==> src/ambient_defines.svh <==
// Purpose: register offsets, field positions, reset values and timing
// Assumes: 125 MHz system clock
// Notes:   times are kept in their own unit; cycle and tick counts derive
`ifndef AMBIENT_DEFINES_SVH
`define AMBIENT_DEFINES_SVH

`define REG_ONOFF        8'h00
`define REG_DIM_MODE     8'h02
`define REG_HOST_CUR     8'h05
`define REG_SLOPE        8'h0a
`define REG_SENSE_CFG    8'h0c
`define REG_RESULT       8'h0d
`define REG_KEY_LEVEL    8'h0f
`define REG_TABLE_PAGE   4'h1

`define ALC_EN_BIT       0
`define KEY_ALC_BIT      1
`define MAIN_ON_BIT      2
`define CAI_EN_BIT       7
`define CAI_COMBINE_BIT  6
`define BIAS_SYNC_BIT    7
`define CURVE_BIT        6
`define PERIOD_MSB       5
`define PERIOD_LSB       4
`define OFFSET_MSB       3

`define ONOFF_RST        8'h00
`define DIM_MODE_RST     8'h00
`define HOST_CUR_RST     8'h00
`define SLOPE_RST        8'h00
`define SENSE_CFG_RST    8'h00
`define KEY_LEVEL_RST    8'ha3

// entry n sits in byte n
`define TABLE_INIT  128'hf9e4d5c6b6a79889796a5b4c3c2d1e0f
`define LOG_BOUNDS  128'hc891694b36271c140e0a070503020100
`define PASS_BOUNDS 128'hb6a99c9084786c6054483c30251b1200

`define CLK_NS           8
`define TICK_NS          25000
`define TICK_CYC         (`TICK_NS / `CLK_NS)
`define PERIOD0_MS       520
`define PERIOD1_MS       1050
`define PERIOD2_MS       1570
`define PERIOD3_MS       2100
`define DISCARD_MS       64
`define SAMPLE_WIN_US    16400
`define SAMPLE_COUNT     16
`define SLOPE_UNIT_US    500
`define MS_TICKS(ms)     ((ms) * 1000000 / `TICK_NS)
`define SAMPLE_TICKS     (`SAMPLE_WIN_US * 1000 / (`SAMPLE_COUNT * `TICK_NS))
`define SLOPE_UNIT_TICKS (`SLOPE_UNIT_US * 1000 / `TICK_NS)

`endif

==> src/ambient_pkg.sv <==
// Purpose: shared types of the ambient light control block
// Assumes: nothing
// Notes:   constants live in ambient_defines.svh
package ambient_pkg;
  typedef logic [7:0] code_t;
  typedef logic [3:0] level_t;
  typedef enum logic [5:0] {
    ST_IDLE    = 6'b000001,
    ST_DISCARD = 6'b000010,
    ST_SAMPLE  = 6'b000100,
    ST_STORE   = 6'b001000,
    ST_LOOKUP  = 6'b010000,
    ST_APPLY   = 6'b100000
  } meas_state_e;
endpackage

==> src/current_table.sv <==
// Purpose: level to current code table, rewritable by software
// Assumes: one write port and one registered read port
// Notes:   entries reload their built-in values on reset
`include "ambient_defines.svh"

module current_table #(
  parameter int           DEPTH = 16,
  parameter int           WIDTH = 8,
  parameter int           AW    = 4,
  parameter [DEPTH*WIDTH-1:0] INIT = `TABLE_INIT
) (
  input  wire logic             sys_clk,
  input  wire logic             rst,
  input  wire logic             wr_en,
  input  wire logic [AW-1:0]    wr_addr,
  input  wire logic [WIDTH-1:0] wr_data,
  input  wire logic [AW-1:0]    rd_addr,
  output logic      [WIDTH-1:0] rd_data
);
  logic [WIDTH-1:0] mem_q [DEPTH];

  for (genvar i = 0; i < DEPTH; i++) begin : g_entry
    always_ff @(posedge sys_clk or posedge rst) begin
      if (rst) begin
        mem_q[i] <= INIT[i*WIDTH +: WIDTH];
      end else if (wr_en && wr_addr == AW'(i)) begin
        mem_q[i] <= wr_data;
      end
    end
  end

  always_ff @(posedge sys_clk or posedge rst) begin
    if (rst) begin
      rd_data <= '0;
    end else begin
      rd_data <= mem_q[rd_addr];
    end
  end
endmodule // current_table

==> src/ambient_light_ctrl.sv <==
// Purpose: periodic ambient measurement and main backlight current control
// Assumes: register port comes from the serial front end on sys_clk;
//          the adc macro and content pwm filter run on sys_clk
// Notes:   table entries are write-only from the register port
`include "ambient_defines.svh"

// Summary of operation
// - latest processed ambient result readable at register 0Dh.
// - levels map to current codes through a table; software may rewrite.
// - ambient path drives brightness when enabled; host control after reset.
// - register 00h holds separate ambient and keypad ambient enables.
// - with bias sync clear, sensor bias turns on as soon as ambient control is enabled.
// - bias sync bit limits bias to measurements; else on while enabled.
// - measurement repeats every 0.52, 1.05, 1.57 or 2.10 s.
// - sixteen levels; curve bit picks log conversion or bypass.
// - log conversion uses bounds 0 to 200 for levels 0 to F.
// - bypass uses bounds 0 to 182 for levels 0 to F.
// - table resets to 0F..F9 and each entry is writable.
// - sensor voltage digitised by an 8-bit adc, bias nominally 3 V.
// - adc and synced bias powered only during measurement.
// - samples during the first 64 ms of a measurement are discarded.
// - sixteen samples in 16.4 ms averaged and stored at 0Dh.
// - current zero when off; pwm when 02h bit 7 set; else ambient when enabled, else host.
// - rise and fall slope times in 0Ah, default zero meaning immediate.
// - ramp moves one 0.1 mA code per programmed slope time.
// - signed offset in 0Ch bits 3..0 corrects the adc average.
// - host, ambient, pwm or pwm combined; slope only without pwm.
// - current code selects sink current in 0.1 mA steps, 256 codes.
// - content pwm dimming disables slope ramping automatically.
module ambient_light_ctrl #(
  parameter int TICK_CYC      = `TICK_CYC,
  parameter int PERIOD0_TICKS = `MS_TICKS(`PERIOD0_MS),
  parameter int PERIOD1_TICKS = `MS_TICKS(`PERIOD1_MS),
  parameter int PERIOD2_TICKS = `MS_TICKS(`PERIOD2_MS),
  parameter int PERIOD3_TICKS = `MS_TICKS(`PERIOD3_MS),
  parameter int DISCARD_TICKS = `MS_TICKS(`DISCARD_MS),
  parameter int SAMPLE_TICKS  = `SAMPLE_TICKS,
  parameter int SLOPE_TICKS   = `SLOPE_UNIT_TICKS
) (
  input  wire logic          sys_clk,
  input  wire logic          rst,
  input  wire logic [7:0]    reg_addr,
  input  wire logic [7:0]    reg_wdata,
  input  wire logic          reg_wr,
  input  wire logic          reg_rd,
  output logic      [7:0]    reg_rdata,
  input  wire ambient_pkg::code_t adc_data,
  input  wire logic          adc_valid,
  input  wire ambient_pkg::code_t content_pwm_level,
  output logic               sensor_bias_enable,
  output logic               adc_power,
  output logic               adc_start,
  output ambient_pkg::code_t main_backlight_sink,
  output ambient_pkg::level_t brightness_level,
  output logic               keypad_light
);
  import ambient_pkg::*;

  // register group
  logic [7:0] onoff_q, onoff_d, dim_q, dim_d, host_q, host_d;
  logic [7:0] slope_q, slope_d, cfg_q, cfg_d, key_q, key_d, rdata_d;
  logic       tbl_we;
  code_t      tbl_rdata;
  // measurement group
  meas_state_e st_q, st_d;
  logic [11:0] div_q, div_d;
  logic [19:0] per_q, per_d, tmr_q, tmr_d, period_ticks;
  logic [4:0]  cnt_q, cnt_d;
  logic [11:0] acc_q, acc_d;
  code_t       result_q, result_d, amb_tgt_q, amb_tgt_d, corrected;
  level_t      level_q, level_d;
  logic        start_q, start_d, keyl_q, keyl_d, tick;
  logic [9:0]  off_sum;
  // ramp group
  code_t       cur_q, cur_d, base, tgt;
  logic [8:0]  rcnt_q, rcnt_d, wait_lim;
  logic [15:0] prod;
  logic [3:0]  scode;
  logic        alc_en, main_on, cai_en, slope_on;

  assign alc_en  = onoff_q[`ALC_EN_BIT];
  assign main_on = onoff_q[`MAIN_ON_BIT];
  assign cai_en  = dim_q[`CAI_EN_BIT];

  function automatic level_t quantise(input code_t c, input logic pass);
    logic [127:0] b;
    level_t       l;
    b = pass ? `PASS_BOUNDS : `LOG_BOUNDS;
    l = 4'h0;
    for (int i = 1; i < 16; i++) begin
      if (c >= b[i*8 +: 8]) begin
        l = 4'(i);
      end
    end
    return l;
  endfunction

  always_comb begin
    onoff_d = onoff_q;
    dim_d   = dim_q;
    host_d  = host_q;
    slope_d = slope_q;
    cfg_d   = cfg_q;
    key_d   = key_q;
    rdata_d = 8'h00;
    if (reg_wr) begin
      case (reg_addr)
        `REG_ONOFF:     onoff_d = reg_wdata;
        `REG_DIM_MODE:  dim_d   = reg_wdata;
        `REG_HOST_CUR:  host_d  = reg_wdata;
        `REG_SLOPE:     slope_d = reg_wdata;
        `REG_SENSE_CFG: cfg_d   = reg_wdata;
        `REG_KEY_LEVEL: key_d   = reg_wdata;
        default: ;
      endcase
    end
    if (reg_rd) begin
      case (reg_addr)
        `REG_ONOFF:     rdata_d = onoff_q;
        `REG_DIM_MODE:  rdata_d = dim_q;
        `REG_HOST_CUR:  rdata_d = host_q;
        `REG_SLOPE:     rdata_d = slope_q;
        `REG_SENSE_CFG: rdata_d = cfg_q;
        `REG_RESULT:    rdata_d = result_q;
        `REG_KEY_LEVEL: rdata_d = key_q;
        default:        rdata_d = 8'h00;
      endcase
    end
  end

  // writes from software reach the table directly
  assign tbl_we = reg_wr && reg_addr[7:4] == `REG_TABLE_PAGE;

  always_ff @(posedge sys_clk or posedge rst) begin
    if (rst) begin
      onoff_q   <= `ONOFF_RST;
      dim_q     <= `DIM_MODE_RST;
      host_q    <= `HOST_CUR_RST;
      slope_q   <= `SLOPE_RST;
      cfg_q     <= `SENSE_CFG_RST;
      key_q     <= `KEY_LEVEL_RST;
      reg_rdata <= 8'h00;
    end else begin
      onoff_q   <= onoff_d;
      dim_q     <= dim_d;
      host_q    <= host_d;
      slope_q   <= slope_d;
      cfg_q     <= cfg_d;
      key_q     <= key_d;
      reg_rdata <= rdata_d;
    end
  end

  current_table u_table (
    .sys_clk (sys_clk),
    .rst     (rst),
    .wr_en   (tbl_we),
    .wr_addr (reg_addr[3:0]),
    .wr_data (reg_wdata),
    .rd_addr (level_q),
    .rd_data (tbl_rdata)
  );

  always_comb begin
    case (cfg_q[`PERIOD_MSB:`PERIOD_LSB])
      2'h0:    period_ticks = 20'(PERIOD0_TICKS);
      2'h1:    period_ticks = 20'(PERIOD1_TICKS);
      2'h2:    period_ticks = 20'(PERIOD2_TICKS);
      default: period_ticks = 20'(PERIOD3_TICKS);
    endcase
    // average plus signed offset, clamped rather than wrapped
    off_sum = {2'b00, acc_q[11:4]} + {{6{cfg_q[`OFFSET_MSB]}}, cfg_q[3:0]};
    if (off_sum[9]) begin
      corrected = 8'h00;
    end else if (off_sum[8]) begin
      corrected = 8'hff;
    end else begin
      corrected = off_sum[7:0];
    end
  end

  always_comb begin
    tick      = div_q == 12'(TICK_CYC - 1);
    div_d     = tick ? 12'h000 : div_q + 12'h001;
    st_d      = st_q;
    per_d     = per_q;
    tmr_d     = tmr_q;
    cnt_d     = cnt_q;
    acc_d     = acc_q;
    result_d  = result_q;
    level_d   = level_q;
    amb_tgt_d = amb_tgt_q;
    keyl_d    = keyl_q;
    start_d   = 1'b0;
    if (tick && per_q != 20'h00000) begin
      per_d = per_q - 20'h00001;
    end
    if (!alc_en) begin
      st_d  = ST_IDLE;
      per_d = 20'h00000;
      tmr_d = 20'h00000;
      keyl_d = 1'b0;
    end else begin
      case (st_q)
        ST_IDLE: begin
          if (tick && per_q == 20'h00000) begin
            st_d  = ST_DISCARD;
            per_d = period_ticks - 20'h00001;
            tmr_d = 20'h00000;
          end
        end
        ST_DISCARD: begin
          // the sensor output is still settling; nothing is converted
          if (tick) begin
            tmr_d = tmr_q + 20'h00001;
            if (tmr_q == 20'(DISCARD_TICKS - 1)) begin
              st_d  = ST_SAMPLE;
              tmr_d = 20'h00000;
              cnt_d = 5'h00;
              acc_d = 12'h000;
            end
          end
        end
        ST_SAMPLE: begin
          if (tick) begin
            tmr_d = tmr_q + 20'h00001;
            if (tmr_q == 20'(SAMPLE_TICKS - 1)) begin
              tmr_d   = 20'h00000;
              start_d = 1'b1;
            end
          end
          if (adc_valid) begin
            acc_d = acc_q + {4'h0, adc_data};
            cnt_d = cnt_q + 5'h01;
            if (cnt_q == 5'(`SAMPLE_COUNT - 1)) begin
              st_d = ST_STORE;
            end
          end
        end
        ST_STORE: begin
          result_d = corrected;
          level_d  = quantise(corrected, cfg_q[`CURVE_BIT]);
          st_d     = ST_LOOKUP;
        end
        ST_LOOKUP: st_d = ST_APPLY;
        ST_APPLY: begin
          amb_tgt_d = tbl_rdata;
          if ({1'b0, level_q} >= {1'b0, key_q[7:4]}) begin
            keyl_d = 1'b0;
          end else if ({1'b0, level_q} + {1'b0, key_q[3:0]} + 5'h01
                       <= {1'b0, key_q[7:4]}) begin
            keyl_d = 1'b1;
          end
          st_d = ST_IDLE;
        end
        default: st_d = ST_IDLE;
      endcase
    end
  end

  always_ff @(posedge sys_clk or posedge rst) begin
    if (rst) begin
      st_q      <= ST_IDLE;
      div_q     <= 12'h000;
      per_q     <= 20'h00000;
      tmr_q     <= 20'h00000;
      cnt_q     <= 5'h00;
      acc_q     <= 12'h000;
      result_q  <= 8'h00;
      level_q   <= 4'h0;
      amb_tgt_q <= 8'h00;
      keyl_q    <= 1'b0;
      start_q   <= 1'b0;
    end else begin
      st_q      <= st_d;
      div_q     <= div_d;
      per_q     <= per_d;
      tmr_q     <= tmr_d;
      cnt_q     <= cnt_d;
      acc_q     <= acc_d;
      result_q  <= result_d;
      level_q   <= level_d;
      amb_tgt_q <= amb_tgt_d;
      keyl_q    <= keyl_d;
      start_q   <= start_d;
    end
  end

  assign adc_power = st_q == ST_DISCARD || st_q == ST_SAMPLE;
  assign sensor_bias_enable = alc_en &&
      (!cfg_q[`BIAS_SYNC_BIT] || adc_power);
  assign adc_start = start_q;
  assign brightness_level = level_q;
  assign keypad_light = keyl_q && onoff_q[`KEY_ALC_BIT];

  always_comb begin
    base     = alc_en ? amb_tgt_q : host_q;
    prod     = base * content_pwm_level;
    slope_on = main_on && !cai_en;
    if (!main_on) begin
      tgt = 8'h00;
    end else if (cai_en) begin
      tgt = dim_q[`CAI_COMBINE_BIT] ? prod[15:8] : content_pwm_level;
    end else begin
      tgt = base;
    end
    scode    = (tgt > cur_q) ? slope_q[7:4] : slope_q[3:0];
    wait_lim = 9'(scode * SLOPE_TICKS);
    cur_d    = cur_q;
    rcnt_d   = rcnt_q;
    if (!slope_on || cur_q == tgt || scode == 4'h0) begin
      cur_d  = tgt;
      rcnt_d = 9'h000;
    end else if (tick) begin
      // wait first, then move one code of 0.1 mA
      if (rcnt_q >= wait_lim - 9'h001) begin
        cur_d  = (tgt > cur_q) ? cur_q + 8'h01 : cur_q - 8'h01;
        rcnt_d = 9'h000;
      end else begin
        rcnt_d = rcnt_q + 9'h001;
      end
    end
  end

  always_ff @(posedge sys_clk or posedge rst) begin
    if (rst) begin
      cur_q  <= 8'h00;
      rcnt_q <= 9'h000;
    end else begin
      cur_q  <= cur_d;
      rcnt_q <= rcnt_d;
    end
  end

  assign main_backlight_sink = cur_q;
endmodule // ambient_light_ctrl

==> config.mk <==
export PLATFORM = sky130hd
export DESIGN_NAME = ambient_light_ctrl
export DESIGN_NICKNAME = d
export VERILOG_FILES = /design/src/ambient_pkg.sv /design/src/current_table.sv /design/src/ambient_light_ctrl.sv
export VERILOG_INCLUDE_DIRS = /design/src
export SDC_FILE = /design/constraint.sdc
export NUM_CORES = 1
export LEC_CHECK = 0
export BUFFER_PORTS_ARGS = -buffer_cell sky130_fd_sc_hd__clkbuf_2
export CORE_MARGIN = 10
export CORE_UTILIZATION = 64
export DETAILED_ROUTE_END_ITERATION = 8
export PLACE_DENSITY_LB_ADDON = 0.05
export SETUP_SLACK_MARGIN = 0.5
export SYNTH_ARGS = -nofsm -noshare
export SYNTH_HDL_FRONTEND = slang
export SYNTH_SLANG_ARGS = --single-unit
==> constraint.sdc <==
create_clock -name sys_clk -period 11.3 [get_ports sys_clk]
set_input_delay 2.26 -clock sys_clk [delete_from_list [all_inputs] [get_ports sys_clk]]
set_output_delay 2.26 -clock sys_clk [all_outputs]
set_load 0.05 [all_outputs]
# Word-level counts from Yosys, hierarchy flattened
# Cells that the tools add are included.
# W data, S select, Z words.
# totals
out_inout_bits,24
word_cells,242
reg_bits,306
# classes
mux,71
order_cmp,20
eq_ne,47
addsub,13
n_mul,2
bitwise,1
n_reduce_logical,51
# ops
operator,count
$mux W20,10
$mux W127,1
$ge A8 B8 Y1,15
$mux W8,13
$mux W4,15
$pmux W20 S3,1
$pmux W8 S7,1
$pmux W17 S3,1
$mux W12,4
$sub A20 B1 Y20 const B,2
$mux W6,6
$bmux W8 S4,1
$eq A4 B4 Y1 const B,8
$eq A8 B4 Y1 const B,4
$pmux W6 S5,1
$mux W9,3
$pmux W12 S2,1
$logic_and A1 B1 Y1,22
$add A20 B1 Y20 const B,1
$eq A20 B12 Y1 const B,1
$eq A20 B6 Y1 const B,1
$logic_not A20 Y1,1
$reduce_and A2 Y1,10
$reduce_bool A20 Y1,1
other kinds (49),81

# Depth between registers and ports, before layout
# Gate-level depths: netlist of the first run.
# logic_depth
ltp_word,19
mapped_depth,41
depth_no_buf,37

# Modules after synthesis
# Synthesis of the first run repeated with hierarchy kept, for this count alone.
# hier_totals
hier_cells,1823
hier_area_um2,19550.0
# modules_own_cells
module,seq_area_each_um2,area_each_um2,cells_per_inst,n_inst
ambient_light_ctrl,4260.3,13432.9,1449,1
current_table,3488.3,6117.1,374,1

# Least setup slack after synthesis of the first run
# No wires, ideal clock.
# synth_path
path_kind,input port to flip-flop
start,in content_pwm_level[7]
end,reg rcnt_q[2]
setup_slack_ps,600
path_buffers,1
cell_stages,35
arrival_time_ps,10630
setup_ps,69
path_cell_list,nand2b_1 -> fa_1 -> fa_1 -> inv_1 -> fa_1 -> inv_1 -> fa_1 -> inv_1 -> ha_1 -> a21o_1 -> a21oi_1 -> o221ai_1 -> a211o_1 -> mux2_2 -> o32ai_2 -> ha_1 -> nand4_1 -> or2_2 -> nand3_1 -> o21ai_1 -> mux2_2 -> ha_1 -> ha_1 -> fa_1 -> nor3_1 -> nor2_1 -> a22oi_1 -> ha_1 -> nand2_1 -> a21oi_1 -> a41o_1 -> clkbuf_1 -> a211oi_1 -> o2111ai_1 -> nand2b_1
# synth_via
elab_chain_len,12
elab_cells_between_ends,17
# synth_rtl
element,line,text
"start, declared",ambient_light_ctrl.sv:49,"input wire ambient_pkg::code_t content_pwm_level,"
$mul A8 B8 Y16,ambient_light_ctrl.sv:298,prod = base * content_pwm_level;
$mux W8 (*),ambient_light_ctrl.sv:303,tgt = dim_q[`CAI_COMBINE_BIT] ? prod[15:8] : content_pwm_level;
$mux W8 (*),ambient_light_ctrl.sv:302,end else if (cai_en) begin
$mux W8 (*),ambient_light_ctrl.sv:300,if (!main_on) begin
$gt A8 B8 Y1,ambient_light_ctrl.sv:307,scode = (tgt > cur_q) ? slope_q[7:4] : slope_q[3:0];
$mux W4,ambient_light_ctrl.sv:307,
$mul A4 B3 Y7,ambient_light_ctrl.sv:308,wait_lim = 9'(scode * SLOPE_TICKS);
$sub A9 B1 Y9,ambient_light_ctrl.sv:316,if (rcnt_q >= wait_lim - 9'h001) begin
$ge A9 B9 Y1,ambient_light_ctrl.sv:316,
$mux W9,ambient_light_ctrl.sv:316,
$mux W9,ambient_light_ctrl.sv:314,end else if (tick) begin
$mux W9,ambient_light_ctrl.sv:311,if (!slope_on || cur_q == tgt || scode == 4'h0) begin
"end signal, assigned",ambient_light_ctrl.sv:331,rcnt_q <= rcnt_d;
"end, declared",ambient_light_ctrl.sv:76,"logic [8:0] rcnt_q, rcnt_d, wait_lim;"
# Mark *: on every way between the ends. The rest lies on a longest branch, timed or not. The select of a mux whose other input is x is not followed.
# A chain may end at the register's enable or synchronous reset.

# Final worst setup path of the first run
# layout_path
start,in content_pwm_level[5]
end,"reg cur_q[4], in the netlist main_backlight_sink[4]"
# layout_via
elab_chain_len,11
elab_cells_between_ends,20
# layout_rtl
element,line,text
$mul A8 B8 Y16,ambient_light_ctrl.sv:298,
$mux W8 (*),ambient_light_ctrl.sv:303,
$mux W8 (*),ambient_light_ctrl.sv:302,
$mux W8 (*),ambient_light_ctrl.sv:300,
$gt A8 B8 Y1,"ambient_light_ctrl.sv:307, ambient_light_ctrl.sv:317",
$mux W4,ambient_light_ctrl.sv:307,
$mul A4 B3 Y7,ambient_light_ctrl.sv:308,
$sub A9 B1 Y9,ambient_light_ctrl.sv:316,
$ge A9 B9 Y1,ambient_light_ctrl.sv:316,
$reduce_bool A2 Y1 (no line),n/a,
$reduce_and A2 Y1 (no line),n/a,
"end signal, assigned",ambient_light_ctrl.sv:330,cur_q <= cur_d;
"end, declared",ambient_light_ctrl.sv:75,"code_t cur_q, cur_d, base, tgt;"
# Marked as above.

==> results.sh, run 1 <==
export IMPL_slowest_delay_ns=0.56
export IMPL_worst_slack_ns=0.908
export IMPL_fin_crit_sh_pct=92.0
export IMPL_syn_avg_cell_area_um2=10.8
export IMPL_cts_tree="yes"
export IMPL_slew_headroom_pct=28.0
export IMPL_cts_root_buf="clkbuf_16"
export IMPL_power_density_nw_per_um2=126
export IMPL_portBuffers=60
export IMPL_start_util_pct=64.5
export IMPL_crit_slowest_cell="fa_1"
export IMPL_seq_area_frac_synth_pct=39.5
export IMPL_min_path_type="flop to flop"
export IMPL_yosysTopAreaCell="dfrtp_1"
export IMPL_path_buf_inv=6
export IMPL_synth_cells=1816
export IMPL_status="finished clean"
export IMPL_dieWidth_um=195
export IMPL_cp_arrival_ns=10.78
export IMPL_final_layout_size_suffix_gt1_share_pct=25.9
export IMPL_yosys_area_top_type_share_pct=29.7
export IMPL_synthArstFlopShare_pct=100
export IMPL_report_final_slew_viol_count=0
export IMPL_fin_skew_ns=0.0258
export IMPL_drt_iter0_drc=878
export IMPL_fin_nets=2060
export IMPL_via_per_inst=6.22
export IMPL_wl_met3_um=2170
export IMPL_synth_main_ff_cell="dfrtp_1"
export IMPL_synth_edf_count=0
export IMPL_antenna_found_initial=0
export IMPL_maxUsedRoutingLayer="met4"
export IMPL_fmax_mhz=96.2
export IMPL_criticalPathCategory="primary input to flop"
export IMPL_grt_ovfl_total=0
export IMPL_ys_types=100
export IMPL_synth_seq_cells=306
export IMPL_crit_required_ns=11.69
export IMPL_grt_usage_pct=23.6
export IMPL_pre_cts_ws_ns=0.161
export IMPL_synth_common_cells="dfrtp_1, mux2_2, ha_1, nor2_1, inv_1"
export IMPL_cts_max_path_buffers=3
export IMPL_dieArea_um2=38100
export IMPL_finalHoldViolations=0
export IMPL_hold_buffers=0
export IMPL_setup_tns_ns=0
export IMPL_clock_sinks=306
export IMPL_first_pass_iters=7
export IMPL_gp_congestion=0.928
export IMPL_synth_area_um2=19600
export IMPL_ant_nets=0
export IMPL_grt_max_degree=187
export IMPL_antenna_cells=0
export IMPL_rsz0062_at_grt="no"
export IMPL_cts_inserted_buffers=35
export IMPL_fin_crit_ns=10.39
export IMPL_synth_fp_nets=2016
export IMPL_grt_pass1_wl_um=75200
export IMPL_avgRoutedWirePerCell_um=20.0
export IMPL_irDropWorstVdd_uv=180
export IMPL_routed_wl_um=45700
export IMPL_path_clk_slew_ns=0.06
export IMPL_finalSetupViolCount=0
export IMPL_drc_errors=0
export IMPL_clkLatencyLatePin_ns=0.53
export IMPL_dieHeight_um=195
export IMPL_p_leak_nw=10.1
export IMPL_wl_met1_um=20500
export IMPL_dp_final_hpwl_um=32400
export IMPL_tightest_slew_ns=1.08
export IMPL_vias=14200
export IMPL_crit_family="adder cells"
export IMPL_grt_pass1_vias=14300
export IMPL_pin_count=61
export IMPL_synthTopCellsByArea="dfrtp_1, mux2_2, dfstp_2"
export IMPL_area_growth_pct=9.66
export IMPL_design_core_area_um2=30400
export IMPL_critPathLaunchType="primary input"
export IMPL_synth_most_common_cell="dfrtp_1"
export IMPL_drv_cap=0
export IMPL_worstPathMaxFanout=14
export IMPL_dr_wl_met2_um=22100
export IMPL_end_kind="flop"
export IMPL_yosys_warnings=0
export IMPL_h_tree_depth=2
export IMPL_rows=64
[final cells by class]
cell class                 instances  area (µm²)
clock inverter                    16         238
inverter                         117         447
timing repair buffer              77         440
fill                            2236        8910
multi-input combinational       1323       11200
clock buffer                      46         957
sequential                       306        7750
tap                              396         495
[where the power goes]
group          leakage, nW  total, mW  internal, mW  switching (mW)
logic                 5.52      0.376         0.159           0.217
registers             3.96       1.17          1.14          0.0303
clock network        0.586       1.17         0.699           0.467
total                 10.1       2.71          2.00           0.714
[worst min-delay path, stage by stage (launching register included)]
cell and delay, ns:
dfrtp_1 0.34, nand2_1 0.05, o31ai_1 0.05
[routing by layer]
| layer | track usage, % | vias to the layer above |
|---|---|---|
| met1 | 32.5 | 7149 |
| met2 | 38.6 | 331 |
| met3 | 3.37 | 74 |
| met5 | 0 | - |
| met4 | 5.63 | 0 |
| li1 | - | 6637 |
[metrics by stage]
step	hold slack, ns	cell area, µm²	instances	utilization (%)	total power, mW
floorplan	0.445	19600	1816	-	1.46
detailed placement	0.464	20300	2217	66.6	1.56
CTS	0.481	21500	2279	70.5	2.73
finish	0.473	21500	2281	70.7	2.71
global placement	0.459	20300	2217	66.6	1.55
global route	0.514	21500	2281	70.7	2.82
[what timing repair did]
| action | CTS | global route |
|---|---|---|
| buffers inserted | 0 | 2 |
| endpoints found under the setup margin | 0 | 14 |
| gates resized for setup | 0 | 9 |
[cell families after synthesis]
kind of cell    synth area share [%]
fa+ha+maj                       11.9
xor+xnor                        3.08
flops                           39.5
buf+inv                         3.67
compound gates                  12.2
mux                             16.9
simple gates                    12.7
[flip-flops by register name, summed over array words and instances (netlist names), 8 cells and up]
register and flops:
reg_rdata 8, tmr_q 20, div_q 12, rcnt_q 9, amb_tgt_q 8, acc_q 12, main_backlight_sink 8, cfg_q 8
u_table.mem_q 128, host_q 8, slope_q 8, u_table.rd_data 8, result_q 8, dim_q 8, key_q 8, onoff_q 8
per_q 20
[path summary, 6_finish.rpt]
path	end	cells past startpoint	start	slack [ns]
worst min register to register	cnt_q[4]	2	cnt_q[4]	0.47
worst min-delay path	cnt_q[4]	2	cnt_q[4]	0.47
worst max-delay path	main_backlight_sink[4]	37	content_pwm_level[5]	0.91
max in group asynchronous	brightness_level[0]	3	rst	7.86
min in group asynchronous	rcnt_q[4]	2	rst	1.86
worst max register to register	main_backlight_sink[4]	37	onoff_q[0]	1.60
[layout by cell type (no fill, tap or decap), types with 8 or more instances in the layout]
| cell | count |
|---|---|
| buf_4 | 16 |
| or3_1 | 8 |
| dfrtp_1 | 232 |
| a31oi_1 | 12 |
| nand4_1 | 18 |
| nand2b_1 | 28 |
| mux2_2 | 195 |
| nor2b_1 | 36 |
| a21oi_1 | 80 |
| dfstp_2 | 73 |
| nor3_1 | 14 |
| nand2_1 | 115 |
| o31ai_1 | 17 |
| fa_1 | 40 |
| nand3_1 | 39 |
| clkbuf_2 | 60 |
| a22oi_1 | 21 |
| ha_1 | 123 |
| o21ai_0 | 84 |
| mux2i_1 | 21 |
| a21o_1 | 22 |
| clkbuf_16 | 35 |
| xnor2_1 | 42 |
| and2_1 | 16 |
| o21bai_1 | 9 |
| inv_1 | 115 |
| o21a_1 | 12 |
| mux4_2 | 40 |
| nor2_1 | 119 |
| and3_1 | 22 |
| xor2_1 | 27 |
Note: power is estimated with default switching activity, not from simulation.
==> run 2, diff against run 1 <==
Settings changed: CORE_UTILIZATION 64 to 68, RECOVER_POWER from default to 25.
Clock period 11.3 ns to 12.19 ns, I/O delays scaled along.
==> run 2 against run 1 <==
Net effect: the flow now finishes with violations (capacitance limit, slew limit); cell count fell by 0.75%; worst setup slack improved by 0.25 ns; global-route usage rose by 2.2 points; critical endpoint is now rcnt_q[2]; largest power group unchanged; highest routed layer unchanged.
==> results.sh, run 2 (synthesized netlist as in run 1, its figures left out) <==
export IMPL_portBuffers=60
export IMPL_antenna_found_initial=1
export IMPL_post_cts_resized=0
export IMPL_grt_pass1_wl_um=75900
export IMPL_h_tree_depth=2
export IMPL_whs_ns=0.478
export IMPL_via_per_inst=6.34
export IMPL_tightest_slew_ns=6.20
export IMPL_gp_congestion=0.951
export IMPL_drc_errors=0
export IMPL_ant_nets=0
export IMPL_design_core_area_um2=28600
export IMPL_criticalPathCategory="primary input to flop"
export IMPL_path_clk_slew_ns=0.06
export IMPL_drv_cap=2
export IMPL_drt_iter0_drc=1113
export IMPL_layout_common_cells="dfrtp_1, mux2_2, ha_1"
export IMPL_end_kind="flop"
export IMPL_clkLatencyLatePin_ns=0.53
export IMPL_dieArea_um2=36000
export IMPL_cts_max_path_buffers=3
export IMPL_grt_max_degree=144
export IMPL_status="finished, violations left"
export IMPL_vias=14300
export IMPL_dp_final_hpwl_um=32600
export IMPL_area_growth_pct=8.92
export IMPL_worstPathMaxFanout=19
export IMPL_regMostFlops="u_table.mem_q"
export IMPL_fmax_mhz=90.6
export IMPL_dieHeight_um=190
export IMPL_cts_tree="yes"
export IMPL_cp_arrival_ns=11.48
export IMPL_grt_usage_pct=25.8
export IMPL_first_pass_iters=5
export IMPL_crit_slowest_cell="fa_1"
export IMPL_largest_reg_flops=128
export IMPL_post_cts_buffers=0
export IMPL_p_total_mw=2.48
export IMPL_setup_tns_ns=0
export IMPL_grt_pass1_vias=14300
export IMPL_critPathLaunchType="primary input"
export IMPL_slew_headroom_pct=-315
export IMPL_fin_nets=2056
export IMPL_irDropWorstVdd_uv=126
export IMPL_grt_ovfl_total=0
export IMPL_fillers=1948
export IMPL_final_common_cell="dfrtp_1"
export IMPL_fin_skew_ns=0.0263
export IMPL_fin_crit_sh_pct=90.5
export IMPL_rows=62
export IMPL_routed_wl_um=46400
export IMPL_start_util_pct=68.5
export IMPL_rsz0062_at_grt="no"
export IMPL_violations="capacitance limit, slew limit"
export IMPL_pin_count=61
export IMPL_cts_inserted_buffers=34
export IMPL_report_final_slew_viol_count=179
export IMPL_min_path_type="flop to flop"
export IMPL_cts_root_buf="clkbuf_16"
export IMPL_slowest_delay_ns=0.56
export IMPL_fin_crit_ns=11.04
export IMPL_clock_sinks=306
export IMPL_dpl_instance_area_um2=20200
export IMPL_finalSetupViolCount=0
export IMPL_hold_buffers=0
export IMPL_stdcell_area_um2=21400
export IMPL_dieWidth_um=190
export IMPL_avgRoutedWirePerCell_um=20.5
export IMPL_crit_required_ns=12.64
export IMPL_top_regs="u_table.mem_q x128, per_q x20, tmr_q x20"
export IMPL_final_layout_size_suffix_gt1_share_pct=25.3
export IMPL_p_leak_nw=10.0
export IMPL_finalHoldViolations=0
export IMPL_power_density_nw_per_um2=116
==> run 2: cell types whose count changed in the layout (fill, tap and decap cells not counted), moves of 2 or more <==
| cell | delta |
|---|---|
| inv_8 | -2 |
| o21ai_0 | +2 |
| clkbuf_8 | +7 |
| inv_6 | -2 |
| buf_4 | -5 |
| o21ai_1 | -2 |
| bufinv_16 | -2 |
==> run 2: stage by stage <==
| stage | setup WS [ns] | util (%) | cells |
|---|---|---|---|
| 5_1_grt | 0.544 | 74.6 | 2263 |
| 3_5_place_dp | 0.726 | 70.7 | 2204 |
| 2_1_floorplan | 1.31 | - | 1816 |
| 6_report | 1.15 | 74.7 | 2264 |
| 3_3_place_gp | 1.02 | 70.7 | 2204 |
| 4_1_cts | 1.21 | 74.7 | 2263 |
==> run 2: worst paths after layout <==
kind                                      start  slack (ns)                   to  cells past startpoint
setup / recovery           content_pwm_level[7]        1.15            rcnt_q[2]                     38
hold / removal               u_table.rd_data[0]        0.48         amb_tgt_q[0]                      1
setup reg to reg                     onoff_q[0]        1.59            rcnt_q[2]                     39
hold reg to reg              u_table.rd_data[0]        0.48         amb_tgt_q[0]                      1
max in group asynchronous                   rst        5.34  brightness_level[1]                      3
min in group asynchronous                   rst        3.83            rcnt_q[1]                      2
==> run 2: worst max-delay path, delay by kind of cell <==
kind | cells | cell delay, ns
fa+ha+maj | 10 | 4.09
xor+xnor | 1 | 0.16
buf+inv | 6 | 0.70
compound gates | 11 | 2.35
simple gates | 9 | 1.33
mux | 1 | 0.38
==> run 2: layout make-up <==
class / count / area, µm² / area share [%]
antenna: 1 / 2.50 / 0.0117
inverter: 117 / 440 / 2.06
sequential: 306 / 7750 / 36.3
tap: 384 / 480 / 2.25
clock buffer: 50 / 1040 / 4.88
timing repair buffer: 74 / 394 / 1.84
clock inverter: 9 / 116 / 0.544
multi-input combinational: 1323 / 11100 / 52.1
==> run 2: layer usage <==
layer	routed length [µm]	part of all wire, %	track usage [%]
met2	22300	48	41.7
met3	3030	6.5	4.58
met1	20100	43	35.7
met4	914	2.0	6.20
met5	0	0	0
==> run 2: power breakdown <==
group	switching, mW	internal (mW)	leakage [nW]	total, mW
Combinational	0.205	0.145	5.48	0.350
Clock	0.412	0.637	0.573	1.05
Sequential	0.0245	1.06	3.96	1.08
Total	0.641	1.84	10.0	2.48
